==> src/hw/dpm_pkg.sv <==
// Shared constants and carrier types of the display pixel mode control block.
package dpm_pkg;

  // Register addresses as printed, one register per address.
  localparam logic [7:0] DPM_MISC_ADDR   = 8'h43;
  localparam logic [7:0] DPM_GEN_ADDR    = 8'h44;
  localparam logic [7:0] DPM_PIX_ADDR    = 8'h45;
  localparam logic [7:0] DPM_BLANK_ADDR  = 8'h46;
  localparam logic [7:0] DPM_ALPHA_ADDR  = 8'h47;
  localparam logic [7:0] DPM_BORDER_ADDR = 8'h48;
  localparam logic [7:0] DPM_STATUS_ADDR = 8'h71;

  // Writable bit masks; bits outside them read as zero.
  localparam logic [31:0] DPM_MISC_MASK  = 32'h0001_ffff;
  localparam logic [31:0] DPM_GEN_MASK   = 32'h0001_fbff;
  localparam logic [31:0] DPM_PIX_MASK   = 32'h00ff_ffff;
  localparam logic [31:0] DPM_COL_MASK   = 32'h00ff_ffff;
  localparam logic [31:0] DPM_RESET_VAL  = 32'h0000_0000;

  // Miscellaneous control fields.
  localparam int DPM_M_TRAP_LSB = 0;
  localparam int DPM_M_TRAP_SEL = 8;
  localparam int DPM_M_BORDER_A = 9;
  localparam int DPM_M_DIGITIZE = 10;
  localparam int DPM_M_VU_EN    = 11;
  localparam int DPM_M_ALPHA_EN = 12;
  localparam int DPM_M_SW_Y     = 13;
  localparam int DPM_M_GENLOCK  = 14;
  localparam int DPM_M_BYPASS   = 15;
  localparam int DPM_M_SPLIT    = 16;

  // Pixel format control fields.
  localparam int DPM_P_DELAY_LSB = 0;
  localparam int DPM_P_ROUND     = 7;
  localparam int DPM_P_COND      = 8;
  localparam int DPM_P_ILACE     = 9;
  localparam int DPM_P_EXP4      = 10;
  localparam int DPM_P_SAMP_LSB  = 11;
  localparam int DPM_P_PTIME_LSB = 14;
  localparam int DPM_P_BPP_LSB   = 19;
  localparam int DPM_P_HOLD      = 22;
  localparam int DPM_P_PSEUDO    = 23;

  // General control fields.
  localparam int DPM_G_BURST_LSB = 0;
  localparam int DPM_G_CUR_EN    = 5;
  localparam int DPM_G_CUR_H2    = 6;
  localparam int DPM_G_CUR_V2    = 7;
  localparam int DPM_G_CHSEL_LSB = 8;
  localparam int DPM_G_GREN      = 11;
  localparam int DPM_G_VIDEN     = 12;
  localparam int DPM_G_VBLEN_LSB = 13;

  // Status register fields.
  localparam int DPM_S_BUSY   = 0;
  localparam int DPM_S_SWITCH = 1;
  localparam int DPM_S_CODE   = 4;

  // Encodings.
  localparam logic [2:0] DPM_BPP8   = 3'h1;
  localparam logic [2:0] DPM_BPP16  = 3'h2;
  localparam logic [2:0] DPM_BPP32  = 3'h4;
  localparam logic [1:0] DPM_CH_A   = 2'h0;
  localparam logic [1:0] DPM_CH_Y   = 2'h1;
  localparam logic [1:0] DPM_CH_V   = 2'h2;
  localparam logic [2:0] DPM_SAMP_TOP_CODE = 3'h7;
  localparam logic [8:0] DPM_SAMP_TOP      = 9'h100;
  localparam logic [3:0] DPM_CODE_WRITE    = 4'h8;

  // Pixel sample entering the output stage.
  typedef struct packed {
    logic [7:0] top;
    logic [7:0] u;
    logic [7:0] v;
    logic [7:0] y;
  } dpm_pix_in_s;

  // Pixel leaving the output stage.
  typedef struct packed {
    logic [23:0] colour;
    logic [7:0]  alpha;
    logic        vid_switch;
    logic        y_interp2x;
    logic        colour_lookup_table_lsb_force;
    logic        colour_lookup_table_lsb;
    logic        matrix_bypass;
  } dpm_pix_out_s;

  // Decoded operating modes for the pixel path and cursor.
  typedef struct packed {
    logic       round_odd;
    logic       cond_interp;
    logic       interlace;
    logic       expand4x;
    logic       chroma_hold;
    logic [8:0] samples;
    logic [4:0] pix_half_t;
    logic [5:0] bpp;
    logic       fmt16_alpha;
    logic [4:0] burst_div;
    logic       cursor_en;
    logic       cursor_h2;
    logic       cursor_v2;
  } dpm_mode_s;

endpackage

==> src/hw/dpm_pixel_out.sv <==
// Output stage choosing colour, alpha and video/graphics switch per pixel.
module dpm_pixel_out (
  // Clock and reset.
  input  logic                 clk,
  input  logic                 reset_n,
  // Control registers.
  input  logic [31:0]          misc,
  input  logic [31:0]          pixctl,
  input  logic [31:0]          genctl,
  input  logic [31:0]          blank_col,
  input  logic [31:0]          border_col,
  input  logic [31:0]          alpha_val,
  // Pixel and region.
  input  logic                 region_active,
  input  logic                 region_blank,
  input  dpm_pkg::dpm_pix_in_s pix_in,
  output dpm_pkg::dpm_pix_out_s pix_out
);

  typedef struct packed {
    dpm_pkg::dpm_pix_out_s po;
  } dpm_po_state_s;

  dpm_po_state_s s_reg;
  dpm_po_state_s s_next;
  logic          border;
  logic          pseudo;
  logic          sw;
  logic [7:0]    a_sel;

  // Blanking wins over active; anything else is border time.
  always_comb begin
    s_next = s_reg;
    border = !region_active && !region_blank;
    pseudo = (pixctl[dpm_pkg::DPM_P_BPP_LSB +: 3] == dpm_pkg::DPM_BPP32) ||
             (pixctl[dpm_pkg::DPM_P_BPP_LSB +: 3] == dpm_pkg::DPM_BPP16 &&
              pixctl[dpm_pkg::DPM_P_PSEUDO]);
    // switch source.
    if (!misc[dpm_pkg::DPM_M_VU_EN]) begin
      sw = 1'b0;
    end else if (!pixctl[dpm_pkg::DPM_P_COND]) begin
      sw = 1'b1;
    end else if (misc[dpm_pkg::DPM_M_SW_Y]) begin
      sw = pix_in.y[0];
    end else begin
      sw = pix_in.u[0];
    end
    // alpha selection.
    if (region_blank) begin
      a_sel = alpha_val[7:0];
    end else if (border) begin
      a_sel = misc[dpm_pkg::DPM_M_BORDER_A] ? alpha_val[23:16] : alpha_val[7:0];
    end else if (misc[dpm_pkg::DPM_M_TRAP_SEL] && misc[dpm_pkg::DPM_M_ALPHA_EN]) begin
      a_sel = (pix_in.y == misc[dpm_pkg::DPM_M_TRAP_LSB +: 8]) ? alpha_val[15:8]
                                                              : alpha_val[7:0];
    end else begin
      a_sel = pseudo ? pix_in.top : alpha_val[7:0];
    end
    // alpha pins channel select.
    case (genctl[dpm_pkg::DPM_G_CHSEL_LSB +: 2])
      dpm_pkg::DPM_CH_A: s_next.po.alpha = a_sel;
      dpm_pkg::DPM_CH_Y: s_next.po.alpha = pix_in.y;
      dpm_pkg::DPM_CH_V: s_next.po.alpha = pix_in.v;
      default:           s_next.po.alpha = pix_in.u;
    endcase
    // blanking and border colours.
    if (region_blank) begin
      s_next.po.colour = blank_col[23:0];
    end else if (border) begin
      s_next.po.colour = border_col[23:0];
    end else begin
      s_next.po.colour = {pix_in.u, pix_in.v, pix_in.y};
    end
    // matrix bypass flag.
    s_next.po.matrix_bypass = misc[dpm_pkg::DPM_M_BYPASS];
    s_next.po.vid_switch = sw;
    // Y interpolation per pixel kind.
    s_next.po.y_interp2x = sw ? genctl[dpm_pkg::DPM_G_VIDEN] : genctl[dpm_pkg::DPM_G_GREN];
    // colour table halves.
    s_next.po.colour_lookup_table_lsb_force = misc[dpm_pkg::DPM_M_SPLIT];
    s_next.po.colour_lookup_table_lsb = sw;
  end

  // One register stage; every output comes from a flip-flop.
  always_ff @(posedge clk or negedge reset_n) begin
    if (!reset_n) begin
      s_reg <= '0;
    end else begin
      s_reg <= s_next;
    end
  end

  assign pix_out = s_reg.po;

  property p_blank_colour;
    @(posedge clk) disable iff (!reset_n)
      region_blank |=> pix_out.colour == $past(blank_col[23:0]);
  endproperty
  a_blank_colour: assert property (p_blank_colour) else $error("blank colour wrong");

  property p_trap_match;
    @(posedge clk) disable iff (!reset_n)
      region_active && !region_blank && misc[8] && misc[12] && genctl[9:8] == 2'h0 &&
      pix_in.y == misc[7:0] |=> pix_out.alpha == $past(alpha_val[15:8]);
  endproperty
  a_trap_match: assert property (p_trap_match) else $error("trap alpha wrong");

  property p_graphics_only;
    @(posedge clk) disable iff (!reset_n)
      !misc[11] |=> !pix_out.vid_switch && pix_out.colour_lookup_table_lsb == 1'b0;
  endproperty
  a_graphics_only: assert property (p_graphics_only) else $error("switch not graphics");

endmodule

==> src/hw/dpm_mode_ctrl.sv <==
// Mode control of the output pixel path with register port and code bus sequencer.
//
// Summary of operation
// Border time sends border colour to matrix; bypass bit feeds YUV straight out.
// Alpha register holds unmatched, matched and border alpha; bit 9 picks border.
// Blanking interval outputs the blanking colour through the matrix.
// Shift clock starts the programmed T-cycles after a transfer begins.
// Bit 7 selects truncate or round-to-odd; bit 10 selects 2X or 4X.
// Bit 8 enables switch from Y/U LSB; VU-enable low means all graphics.
// Bit 9 selects interlaced interpolation reading both V and U per transfer.
// Bits 13:11 pick 0 to 256 chroma samples per V and U.
// Bits 18:14 set pixel duration from a fixed 25-entry code table.
// Bits 21:19 select 8, 16 or 32 bits per pixel.
// Bit 22 holds each interpolated pixel for two pixel times.
// Bit 23 picks 16-bit with alpha, else 6-5-5, in 16-bit mode.
// Bits 4:0 hold negated subcarrier divisor, giving 31 down to 1.
// Cursor enable outputs cursor; bits 6 and 7 double width and height.
// Bits 9:8 route alpha, Y, V or U onto alpha pins.
// Y interpolator doubles graphics with bit 11, video with bit 12.
// Each control code lasts one T-cycle more than bits 16:13.
// Trap select with alpha enable compares Y to trap for matched alpha.
// Digitize bit drives the flag high and marks bitmap codes as writes.
// Bit 13 takes switch from Y LSB, else from interpolator U LSB.
// Genlock lets external line and field resets end line and field.
// Split bit forces colour table address LSB to the switch value.
module dpm_mode_ctrl (
  // Clock and reset.
  input  logic                  clk,
  input  logic                  reset_n,
  // Register port.
  input  logic [7:0]            reg_addr,
  input  logic [31:0]           reg_wdata,
  input  logic                  reg_wr,
  input  logic                  reg_rd,
  output logic [31:0]           reg_rdata,
  // Transfer requests and control code bus.
  input  logic                  xfer_req,
  input  logic [3:0]            xfer_code,
  input  logic                  xfer_bitmap,
  output logic                  xfer_ready,
  output logic [3:0]            control_code_bus,
  output logic                  code_valid,
  output logic                  shift_start,
  // Line and field timing.
  input  logic                  external_line_reset_n,
  input  logic                  external_field_reset_n,
  input  logic                  line_second_half,
  output logic                  line_end,
  output logic                  field_end,
  // Pixel path.
  input  logic                  region_active,
  input  logic                  region_blank,
  input  dpm_pkg::dpm_pix_in_s  pix_in,
  output dpm_pkg::dpm_pix_out_s pix_out,
  // Mode outputs.
  output logic                  digitize_flag_output,
  output dpm_pkg::dpm_mode_s    mode
);

  typedef enum logic [0:0] {
    DPM_ST_IDLE = 1'b0,
    DPM_ST_XFER = 1'b1
  } dpm_xfer_e;

  typedef struct packed {
    dpm_xfer_e          st;
    logic [6:0]         elapsed;
    logic [3:0]         code;
    logic [31:0]        misc;
    logic [31:0]        gen;
    logic [31:0]        pix;
    logic [31:0]        blank;
    logic [31:0]        alpha;
    logic [31:0]        border;
    logic [31:0]        rdata;
    logic               lr_d;
    logic               fr_d;
    logic               line_end;
    logic               field_end;
    dpm_pkg::dpm_mode_s mode;
  } dpm_state_s;

  dpm_state_s s_reg;
  dpm_state_s s_next;
  logic [6:0] delay_m;
  logic [6:0] code_last;
  logic [6:0] xfer_last;
  logic [2:0] samp_code;

  // Pixel duration code to length in half T-cycles; unlisted codes give zero.
  function automatic logic [4:0] pix_time(input logic [4:0] c);
    case (c)
      5'h01:   pix_time = 5'h02;
      5'h02:   pix_time = 5'h03;
      5'h04:   pix_time = 5'h04;
      5'h08:   pix_time = 5'h05;
      5'h10:   pix_time = 5'h06;
      5'h11:   pix_time = 5'h07;
      5'h12:   pix_time = 5'h08;
      5'h14:   pix_time = 5'h09;
      5'h18:   pix_time = 5'h0a;
      5'h19:   pix_time = 5'h0b;
      5'h1a:   pix_time = 5'h0c;
      5'h1c:   pix_time = 5'h0d;
      5'h1d:   pix_time = 5'h0e;
      5'h1e:   pix_time = 5'h0f;
      5'h03:   pix_time = 5'h10;
      5'h05:   pix_time = 5'h11;
      5'h06:   pix_time = 5'h12;
      5'h07:   pix_time = 5'h13;
      5'h09:   pix_time = 5'h14;
      5'h0a:   pix_time = 5'h15;
      5'h0b:   pix_time = 5'h16;
      5'h0c:   pix_time = 5'h17;
      5'h0d:   pix_time = 5'h18;
      5'h0e:   pix_time = 5'h1a;
      5'h0f:   pix_time = 5'h1c;
      default: pix_time = 5'h00;
    endcase
  endfunction

  // Timing figures of the current transfer, taken from live register values.
  always_comb begin
    delay_m = s_reg.pix[dpm_pkg::DPM_P_DELAY_LSB +: 7];
    code_last = {3'h0, s_reg.gen[dpm_pkg::DPM_G_VBLEN_LSB +: 4]};
    xfer_last = (delay_m > code_last) ? delay_m : code_last;
    samp_code = s_reg.pix[dpm_pkg::DPM_P_SAMP_LSB +: 3];
  end

  // Next state: register port, sequencer, genlock and mode decode.
  always_comb begin
    s_next = s_reg;
    // Registered writes; reserved bits are dropped at the door.
    if (reg_wr) begin
      if (reg_addr == dpm_pkg::DPM_MISC_ADDR) begin
        s_next.misc = reg_wdata & dpm_pkg::DPM_MISC_MASK;
      end else if (reg_addr == dpm_pkg::DPM_GEN_ADDR) begin
        s_next.gen = reg_wdata & dpm_pkg::DPM_GEN_MASK;
      end else if (reg_addr == dpm_pkg::DPM_PIX_ADDR) begin
        s_next.pix = reg_wdata & dpm_pkg::DPM_PIX_MASK;
      end else if (reg_addr == dpm_pkg::DPM_BLANK_ADDR) begin
        s_next.blank = reg_wdata & dpm_pkg::DPM_COL_MASK;
      end else if (reg_addr == dpm_pkg::DPM_ALPHA_ADDR) begin
        s_next.alpha = reg_wdata & dpm_pkg::DPM_COL_MASK;
      end else if (reg_addr == dpm_pkg::DPM_BORDER_ADDR) begin
        s_next.border = reg_wdata & dpm_pkg::DPM_COL_MASK;
      end
    end
    // Read data stands only in the cycle after the strobe; unmapped reads zero.
    s_next.rdata = '0;
    if (reg_rd) begin
      if (reg_addr == dpm_pkg::DPM_MISC_ADDR) begin
        s_next.rdata = s_reg.misc;
      end else if (reg_addr == dpm_pkg::DPM_GEN_ADDR) begin
        s_next.rdata = s_reg.gen;
      end else if (reg_addr == dpm_pkg::DPM_PIX_ADDR) begin
        s_next.rdata = s_reg.pix;
      end else if (reg_addr == dpm_pkg::DPM_BLANK_ADDR) begin
        s_next.rdata = s_reg.blank;
      end else if (reg_addr == dpm_pkg::DPM_ALPHA_ADDR) begin
        s_next.rdata = s_reg.alpha;
      end else if (reg_addr == dpm_pkg::DPM_BORDER_ADDR) begin
        s_next.rdata = s_reg.border;
      end else if (reg_addr == dpm_pkg::DPM_STATUS_ADDR) begin
        s_next.rdata[dpm_pkg::DPM_S_BUSY] = (s_reg.st == DPM_ST_XFER);
        s_next.rdata[dpm_pkg::DPM_S_SWITCH] = pix_out.vid_switch;
        s_next.rdata[dpm_pkg::DPM_S_CODE +: 4] = s_reg.code;
      end
    end
    // Transfer sequencer; a request is only taken while idle.
    case (s_reg.st)
      DPM_ST_IDLE: begin
        if (xfer_req) begin
          s_next.st = DPM_ST_XFER;
          s_next.elapsed = '0;
          // bitmap codes become writes.
          s_next.code = (xfer_bitmap && s_reg.misc[dpm_pkg::DPM_M_DIGITIZE]) ?
                        (xfer_code | dpm_pkg::DPM_CODE_WRITE) : xfer_code;
        end
      end
      DPM_ST_XFER: begin
        // stay until both code length and shift delay are spent.
        if (s_reg.elapsed >= xfer_last) begin
          s_next.st = DPM_ST_IDLE;
        end else begin
          s_next.elapsed = s_reg.elapsed + 7'h01;
        end
      end
      default: begin
        s_next.st = DPM_ST_IDLE;
      end
    endcase
    // genlock resets end the line in its second half, and the field.
    s_next.lr_d = external_line_reset_n;
    s_next.fr_d = external_field_reset_n;
    s_next.line_end = s_reg.misc[dpm_pkg::DPM_M_GENLOCK] && s_reg.lr_d &&
                      !external_line_reset_n && line_second_half;
    s_next.field_end = s_reg.misc[dpm_pkg::DPM_M_GENLOCK] && s_reg.fr_d &&
                       !external_field_reset_n;
    // interpolator modes.
    s_next.mode.round_odd = s_reg.pix[dpm_pkg::DPM_P_ROUND];
    s_next.mode.cond_interp = s_reg.pix[dpm_pkg::DPM_P_COND];
    s_next.mode.interlace = s_reg.pix[dpm_pkg::DPM_P_ILACE];
    s_next.mode.expand4x = s_reg.pix[dpm_pkg::DPM_P_EXP4];
    s_next.mode.chroma_hold = s_reg.pix[dpm_pkg::DPM_P_HOLD];
    // samples step by 32, top code is 256.
    s_next.mode.samples = (samp_code == dpm_pkg::DPM_SAMP_TOP_CODE) ?
                          dpm_pkg::DPM_SAMP_TOP : {1'b0, samp_code, 5'h00};
    // pixel duration.
    s_next.mode.pix_half_t = pix_time(s_reg.pix[dpm_pkg::DPM_P_PTIME_LSB +: 5]);
    // depth and 16-bit format.
    case (s_reg.pix[dpm_pkg::DPM_P_BPP_LSB +: 3])
      dpm_pkg::DPM_BPP8:  s_next.mode.bpp = 6'h08;
      dpm_pkg::DPM_BPP16: s_next.mode.bpp = 6'h10;
      dpm_pkg::DPM_BPP32: s_next.mode.bpp = 6'h20;
      default:            s_next.mode.bpp = 6'h00;
    endcase
    s_next.mode.fmt16_alpha = s_reg.pix[dpm_pkg::DPM_P_PSEUDO] &&
      (s_reg.pix[dpm_pkg::DPM_P_BPP_LSB +: 3] == dpm_pkg::DPM_BPP16);
    // divisor is the negated field.
    s_next.mode.burst_div = 5'(5'h00 - s_reg.gen[dpm_pkg::DPM_G_BURST_LSB +: 5]);
    // cursor scaling needs the cursor enabled.
    s_next.mode.cursor_en = s_reg.gen[dpm_pkg::DPM_G_CUR_EN];
    s_next.mode.cursor_h2 = s_reg.gen[dpm_pkg::DPM_G_CUR_EN] &&
                            s_reg.gen[dpm_pkg::DPM_G_CUR_H2];
    s_next.mode.cursor_v2 = s_reg.gen[dpm_pkg::DPM_G_CUR_EN] &&
                            s_reg.gen[dpm_pkg::DPM_G_CUR_V2];
  end

  // Reset idle with all registers cleared; resets read as released.
  always_ff @(posedge clk or negedge reset_n) begin
    if (!reset_n) begin
      s_reg <= '0;
      s_reg.lr_d <= 1'b1;
      s_reg.fr_d <= 1'b1;
    end else begin
      s_reg <= s_next;
    end
  end

  // Handshake outputs decode the sequencer state directly.
  assign xfer_ready = (s_reg.st == DPM_ST_IDLE);
  assign code_valid = (s_reg.st == DPM_ST_XFER) && (s_reg.elapsed <= code_last);
  assign shift_start = (s_reg.st == DPM_ST_XFER) && (s_reg.elapsed == delay_m);
  assign control_code_bus = code_valid ? s_reg.code : 4'h0;
  assign reg_rdata = s_reg.rdata;
  assign line_end = s_reg.line_end;
  assign field_end = s_reg.field_end;
  assign mode = s_reg.mode;
  // flag follows the digitize bit.
  assign digitize_flag_output = s_reg.misc[dpm_pkg::DPM_M_DIGITIZE];

  // Per-pixel colour, alpha and switch selection.
  dpm_pixel_out u_pixel_out (
    .clk           (clk),
    .reset_n       (reset_n),
    .misc          (s_reg.misc),
    .pixctl        (s_reg.pix),
    .genctl        (s_reg.gen),
    .blank_col     (s_reg.blank),
    .border_col    (s_reg.border),
    .alpha_val     (s_reg.alpha),
    .region_active (region_active),
    .region_blank  (region_blank),
    .pix_in        (pix_in),
    .pix_out       (pix_out)
  );

  // Helper counters read only by the checks below.
  logic [7:0] cv_run;
  logic [7:0] since;
  always_ff @(posedge clk or negedge reset_n) begin
    if (!reset_n) begin
      cv_run <= 8'h00;
      since <= 8'h00;
    end else begin
      cv_run <= code_valid ? cv_run + 8'h01 : 8'h00;
      since <= (s_reg.st == DPM_ST_XFER) ? since + 8'h01 : 8'h00;
    end
  end

  property p_code_len;
    @(posedge clk) disable iff (!reset_n)
      $fell(code_valid) |-> cv_run == {4'h0, s_reg.gen[16:13]} + 8'h01;
  endproperty
  a_code_len: assert property (p_code_len) else $error("code length wrong");

  property p_shift_delay;
    @(posedge clk) disable iff (!reset_n)
      shift_start |-> since == {1'b0, s_reg.pix[6:0]};
  endproperty
  a_shift_delay: assert property (p_shift_delay) else $error("shift delay wrong");

  property p_digitize;
    @(posedge clk) disable iff (!reset_n)
      reg_wr && reg_addr == 8'h43 |=> digitize_flag_output == $past(reg_wdata[10]);
  endproperty
  a_digitize: assert property (p_digitize) else $error("digitize flag wrong");

  property p_alpha_read;
    @(posedge clk) disable iff (!reset_n)
      reg_wr && reg_addr == 8'h47 ##1 reg_rd && reg_addr == 8'h47 && !reg_wr
        |=> reg_rdata == {8'h00, $past(reg_wdata[23:0], 2)};
  endproperty
  a_alpha_read: assert property (p_alpha_read) else $error("alpha readback wrong");

  property p_no_genlock;
    @(posedge clk) disable iff (!reset_n)
      !s_reg.misc[14] |=> !line_end && !field_end;
  endproperty
  a_no_genlock: assert property (p_no_genlock) else $error("end without genlock");

  property p_burst;
    @(posedge clk) disable iff (!reset_n)
      1'b1 |=> 5'(mode.burst_div + $past(s_reg.gen[4:0])) == 5'h00;
  endproperty
  a_burst: assert property (p_burst) else $error("burst divisor wrong");

  property p_refuse;
    @(posedge clk) disable iff (!reset_n)
      xfer_req && !xfer_ready |=> $stable(s_reg.code);
  endproperty
  a_refuse: assert property (p_refuse) else $error("request taken while busy");

  property p_cursor;
    @(posedge clk) disable iff (!reset_n)
      !s_reg.gen[5] |=> !mode.cursor_h2 && !mode.cursor_v2;
  endproperty
  a_cursor: assert property (p_cursor) else $error("cursor scaled while off");

  property p_ptime;
    @(posedge clk) disable iff (!reset_n)
      s_reg.pix[18:14] == 5'h0f |=> mode.pix_half_t == 5'h1c;
  endproperty
  a_ptime: assert property (p_ptime) else $error("pixel time wrong");

  property p_field;
    @(posedge clk) disable iff (!reset_n)
      s_reg.misc[14] && s_reg.fr_d && !external_field_reset_n |=> field_end;
  endproperty
  a_field: assert property (p_field) else $error("field end missing");

endmodule

==> config.mk <==
export PLATFORM = sky130hd
export DESIGN_NAME = dpm_mode_ctrl
export DESIGN_NICKNAME = d
export VERILOG_FILES = /design/src/hw/dpm_pkg.sv /design/src/hw/dpm_pixel_out.sv /design/src/hw/dpm_mode_ctrl.sv
export SDC_FILE = /design/constraint.sdc
export NUM_CORES = 1
export LEC_CHECK = 0
export BUFFER_PORTS_ARGS = -buffer_cell sky130_fd_sc_hd__buf_2
export CORE_UTILIZATION = 35
export CTS_CLUSTER_SIZE = 8
export DETAILED_ROUTE_END_ITERATION = 7
export PLACE_DENSITY_LB_ADDON = 0.25
export RECOVER_POWER = 25
export SKIP_CTS_REPAIR_TIMING = 1
export SLEW_MARGIN = 15
export SYNTH_ARGS = -nofsm -noshare
export SYNTH_HDL_FRONTEND = slang
export SYNTH_SLANG_ARGS = --single-unit
==> constraint.sdc <==
create_clock -name clk -period 3.71 [get_ports clk]
set_clock_uncertainty 0.05 [all_clocks]
set_input_delay 0.1855 -clock clk [delete_from_list [all_inputs] [get_ports clk]]
set_output_delay 0.1855 -clock clk [all_outputs]
set_load 0.005 [all_outputs]
Yosys cells after proc, flatten, opt, wreduce, memory -nomap -nowiden
Memory sizes are Yosys's and may differ from the RTL's. A register that Yosys moved wholly into a read port is not among the register bits.
Index checks and enable logic that the tools add are counted.
- flip-flop bits (word level): 242
- ROM bits: 160
- input port bits: 87
- memories kept: 1
- memories (memory ; words ; bits a word ; rd ports ; clocked after memory_dff ; wr ports ; line ; RTL):
    (no name shown) ; 32 ; 5 ; 1 ; 1 ; 0 ; dpm_mode_ctrl.sv:92 ; case (c)
- add/sub/neg operators: 2
- order comparisons: 3
- equality and inequality tests: 17
- muxes and demuxes: 34
- bitwise gates (word level): 6
- reductions and logical operators: 28
- operator list (kind ; number):
    $mux W24 ; 8
    $eq A8 B7 Y1 const B ; 7
    $mux W8 ; 6
    $pmux W8 S3 ; 1
    $pmux W6 S3 ; 1
    $mux W16 ; 1
    $mux W4 ; 4
    $pmux W8 S2 ; 1
    $mux W7 ; 2
    $logic_and A1 B1 Y1 ; 13
    $mux W12 ; 1
    $mux W9 ; 1
    $eq A8 B8 Y1 ; 1
    $add A7 B1 Y7 const B ; 1
    $eq A7 B7 Y1 ; 1
    $ge A7 B7 Y1 ; 1
    $gt A7 B4 Y1 ; 1
    $le A7 B4 Y1 ; 1
    $reduce_and A7 Y1 ; 1
    $eq A3 B3 Y1 const B ; 2
    $mux W2 ; 3
    $not A1 Y1 ; 6
    $reduce_and A2 Y1 ; 3
    $reduce_and A6 Y1 ; 1
    other kinds (13) ; 22

Logic depth before layout (Yosys ltp)
- depth in word-level cells: 9
- depth in mapped cells: 15
- depth with buffers taken out: 15

Modules after synthesis
Synthesis repeated with hierarchy kept, for this count alone.
- cell total of the unflattened synthesis: 1106
- area, all modules: 12261.8 um^2
- by module, submodules not included (module ; instances ; cells each ; area each (um^2) ; sequential area each (um^2)):
    dpm_mode_ctrl ; 1 ; 806 ; 9649.3 ; 4882.2
    dpm_pixel_out ; 1 ; 300 ; 2612.5 ; 900.9

Least setup slack after synthesis
Ideal clock, no wire load.
- kind: reg2reg
- start: register s_reg (netlist bit delay_m[1])
- end: register s_reg[272] (netlist bit)
- setup time: 126 ps
- arrival: 3019 ps
- data required time: 3534 ps
- setup slack: 515 ps
- stages on the path, launching flop included: 15
- path buffers: 0
- period minus slack after synthesis: 3195 ps
- cells stage by stage: dfrtp_1 > ha_1 > nor2b_1 > o21ai_0 > nand2b_1 > a21oi_1 > o2111ai_1 > mux2_2 > ha_1 > nor2b_1 > o21ai_0 > a31oi_1 > o21ai_1 > nor3_1 > a311o_1
- word-level cells in the longest chain between the ends: 5
- ends and longest elaborated chain (item ; line ; RTL):
    start: declaration ; dpm_mode_ctrl.sv:83 ; dpm_state_s s_reg;
    start signal: assignment ; dpm_mode_ctrl.sv:237 ; s_reg <= s_next;
    $gt A7 B4 Y1 ; dpm_mode_ctrl.sv:126 ; xfer_last = (delay_m > code_last) ? delay_m : code_last;
    $mux W7 (*) ; dpm_mode_ctrl.sv:126 ;
    $ge A7 B7 Y1 (*) ; dpm_mode_ctrl.sv:183 ; if (s_reg.elapsed >= xfer_last) begin
    $ne A2 B2 Y1 (no source line) (*) ; n/a ;
    $reduce_and A2 Y1 (no source line) (*) ; n/a ;
Mark *: on every way between the ends. The rest lies on a longest branch, timed or not.
A chain may end at the register's enable or synchronous reset.

Worst setup path after layout
- start: register s_reg (netlist bit code_last[1])
- end: register s_reg[271] (netlist bit)
The elaborated chain is that of the path after synthesis.

==> run summary <==
Status -> finished, violations left
Failing checks -> hold timing, capacitance limit, slew limit
Peak supply drop -> 0.2784 mV
Hold Slack -> -0.01956 ns
Syn Area/Cell -> 11.27 um2
Worst skew pair latency -> 0.50 ns
Worst-Margin Slew -> 2.854 ns
Initial antenna violation count -> 1
Max transition margin -> -0.9029
Largest register FFs -> 125
Yosys cell types -> 69
Syn-to-layout area delta -> 18.29%
Launching element type of the critical path -> register
Crit end category -> register
Min setup slack post-route -> 0.4021 ns
Gr ovfl total -> 0
Crit Path Class -> register to register
IO Port Bufs -> 175
Mapped cell area -> 0.01184 mm2
Global-route wire length before repair -> 53.71 mm
Final nets -> 1323
Max-cap violations -> 1
Die Width -> 185.9 um
Fraction of layout instances using a drive strength above 1 -> 0.3244
Post-detail-place hpwl -> 24.65 mm
H-tree Lvls -> 2
Total CTS buffers -> 35
Leakage -> 6.967 nW
Worst Hold Class -> primary input to register
RSZ-0062 raised after global routing -> no
Worst EP required -> 4.06 ns
Top_reg_cell synth -> dfrtp_1
Max Root-Sink Buffers -> 3
Vias in the first global route -> 8608
Final setup violation count -> 0
Period utilization -> 0.8916
Number of synthesized flops with an enable pin -> 0
CTS tree -> built
Synth top area cells -> dfrtp_1 (48%), mux2_2 (12%), buf_4 (4.6%)
Drt drc -> 0
Antenna fix cells -> 0
Largest net degree at the start of global routing -> 109
Fin. max-slew vios -> 109
Yosys top cell area share -> 0.4839
Starting Density -> 0.3594
GR Util All Layers -> 0.2103
Final Hold Vio Count -> 4
Worst Path Max Fanout -> 6
Full die area -> 0.03458 mm2
FP Rows -> 66
Post-synth top area cell -> dfrtp_1
WP data arrival -> 3.66 ns
Post-synthesis register bit count -> 231
Initial DRC Count -> 613
Clock Pin Slew Worst Setup and Hold Paths -> 0.05 ns
Mapped Cells -> 1051
Dpl ws -> 0.2781 ns
Synth warn -> 0
Post-synth ARST share -> 1.000
Vias -> 8807
Ports -> 200
CORE AREA -> 0.03295 mm2
Fmax -> 302.3 MHz
Total negative slack -> 0 ns
Post-route minimum period -> 3.308 ns
Drt wl/cell -> 21.58 um
DRT Pass-1 Iters -> 5
Power, Total -> 6.502 mW
Register area share after synthesis -> 0.4883
Avg Vias per Cell -> 5.277
Die Y -> 185.9 um
Post-Route WL -> 36.01 mm
Pwr Density -> 464.2 mW/mm2
RePlAce Congestion -> 0.8416
Clk sinks -> 231
CTS root buffer -> clkbuf_16
Antenna viol nets, final -> 0
critical path: stages, from the launching register on:
cell and delay [ns]:
dfrtp_2 0.41, inv_1 0.07, ha_1 0.28, nor2b_1 0.13, o21ai_0 0.15, nand2b_1 0.08, a21oi_1 0.14, o2111ai_1 0.16
buf_4 0.18, mux2i_1 0.11, ha_1 0.29, a21oi_1 0.11, o21ai_0 0.11, a31oi_1 0.24, o21ai_2 0.15, or3_1 0.36
a21boi_0 0.17
per-stage QoR:
| step | area [um2] | utilization | hold slack [ns] | cells |
|---|---|---|---|---|
| floorplan | 11900 | - | -0.1601 | 1066 |
| CTS | 13650 | 0.4142 | -0.2751 | 1632 |
| finish | 14010 | 0.4252 | -0.01956 | 1669 |
| global route | 14010 | 0.4252 | 0.0008111 | 1669 |
| global placement | 12710 | 0.3857 | 0.2499 | 1583 |
| detailed placement | 12710 | 0.3857 | 0.2532 | 1583 |
cell usage after synthesis (3+ instances only):
cell type,count
inv_1,19
and3_1,8
clkbuf_1,32
a22oi_1,26
xnor2_1,17
buf_6,8
nand4_1,8
a41oi_1,7
dfrtp_1,229
o21ai_0,78
mux2_4,20
nor2_1,67
buf_4,72
mux2_2,121
a21boi_0,5
nor2b_1,13
buf_1,4
o22ai_1,12
nand3_1,3
a21oi_1,37
o31ai_1,3
and2_1,15
nand2_1,69
nor3b_1,3
or3_1,8
ha_1,21
a311oi_1,3
o32ai_1,3
buf_2,7
a21o_1,9
mux2i_1,48
a31oi_1,5
nor3_1,7
o21a_1,3
a221oi_1,16
nand2b_1,4
power by group:
part / switching [mW] / internal (mW) / total [mW]
logic: 0.475 / 0.391 / 0.867
registers: 0.152 / 2.67 / 2.83
clock network: 1.10 / 1.71 / 2.81
total: 1.73 / 4.77 / 6.50
path summary, 6_finish.rpt:
kind / to / from / slack (ns) / cells after the start
max reg2reg: s_reg[271] / code_last[1] / 0.40 / 16
min reg2reg: mode[30] / s_next[30] / 0.35 / 0
min in group asynchronous: mode[15] / reset_n / 1.04 / 2
min: u_pixel_out.pix_out[24] / pix_in[11] / -0.02 / 3
max in group asynchronous: mode[1] / reset_n / 0.83 / 2
max: s_reg[271] / code_last[1] / 0.40 / 16
placed cells by master (no fill, tap or decap), types with 24 or more instances in the layout:
cell type      instances
buf_2                172
o21ai_0               78
nor2_1                67
mux2i_1               48
a21oi_1               37
buf_4                 24
clkbuf_16             35
dlygate4sd3_1         36
nand2_1               69
mux2_2               121
a22oi_1               26
dfrtp_1              228
layout make-up:
cell class	count	area, um2
clock buffers	47	920.9
clock inverters	2	17.52
fillers	3212	18940
inverters	19	71.32
multi-input cells	693	5248
flip-flops and latches	231	5784
well taps	442	553.0
repair buffers	235	1414
cells by family (layout without fill, tap and decap cells):
group           count (synthesis)  in the layout  share of synthesized area
flops                         231            231                     0.4883
simple gates                  225            225                    0.09879
compound gates                222            222                     0.1196
mux                           191            191                     0.1838
buf+inv                       142            303                    0.07364
fa+ha+maj                      21             21                    0.02219
xor+xnor                       18             18                    0.01331
other cells                     1             16                  0.0003167
routing by layer:
metal | global-route usage | up-vias | share of wire
met2 | 0.3245 | 325 | 0.45
met4 | 0.06262 | 2 | 0.024
li1 | - | 3998 | -
met1 | 0.2950 | 4418 | 0.46
met3 | 0.04383 | 64 | 0.065
met5 | 0 | - | 0.00022
(Power assumes the default switching activity.)
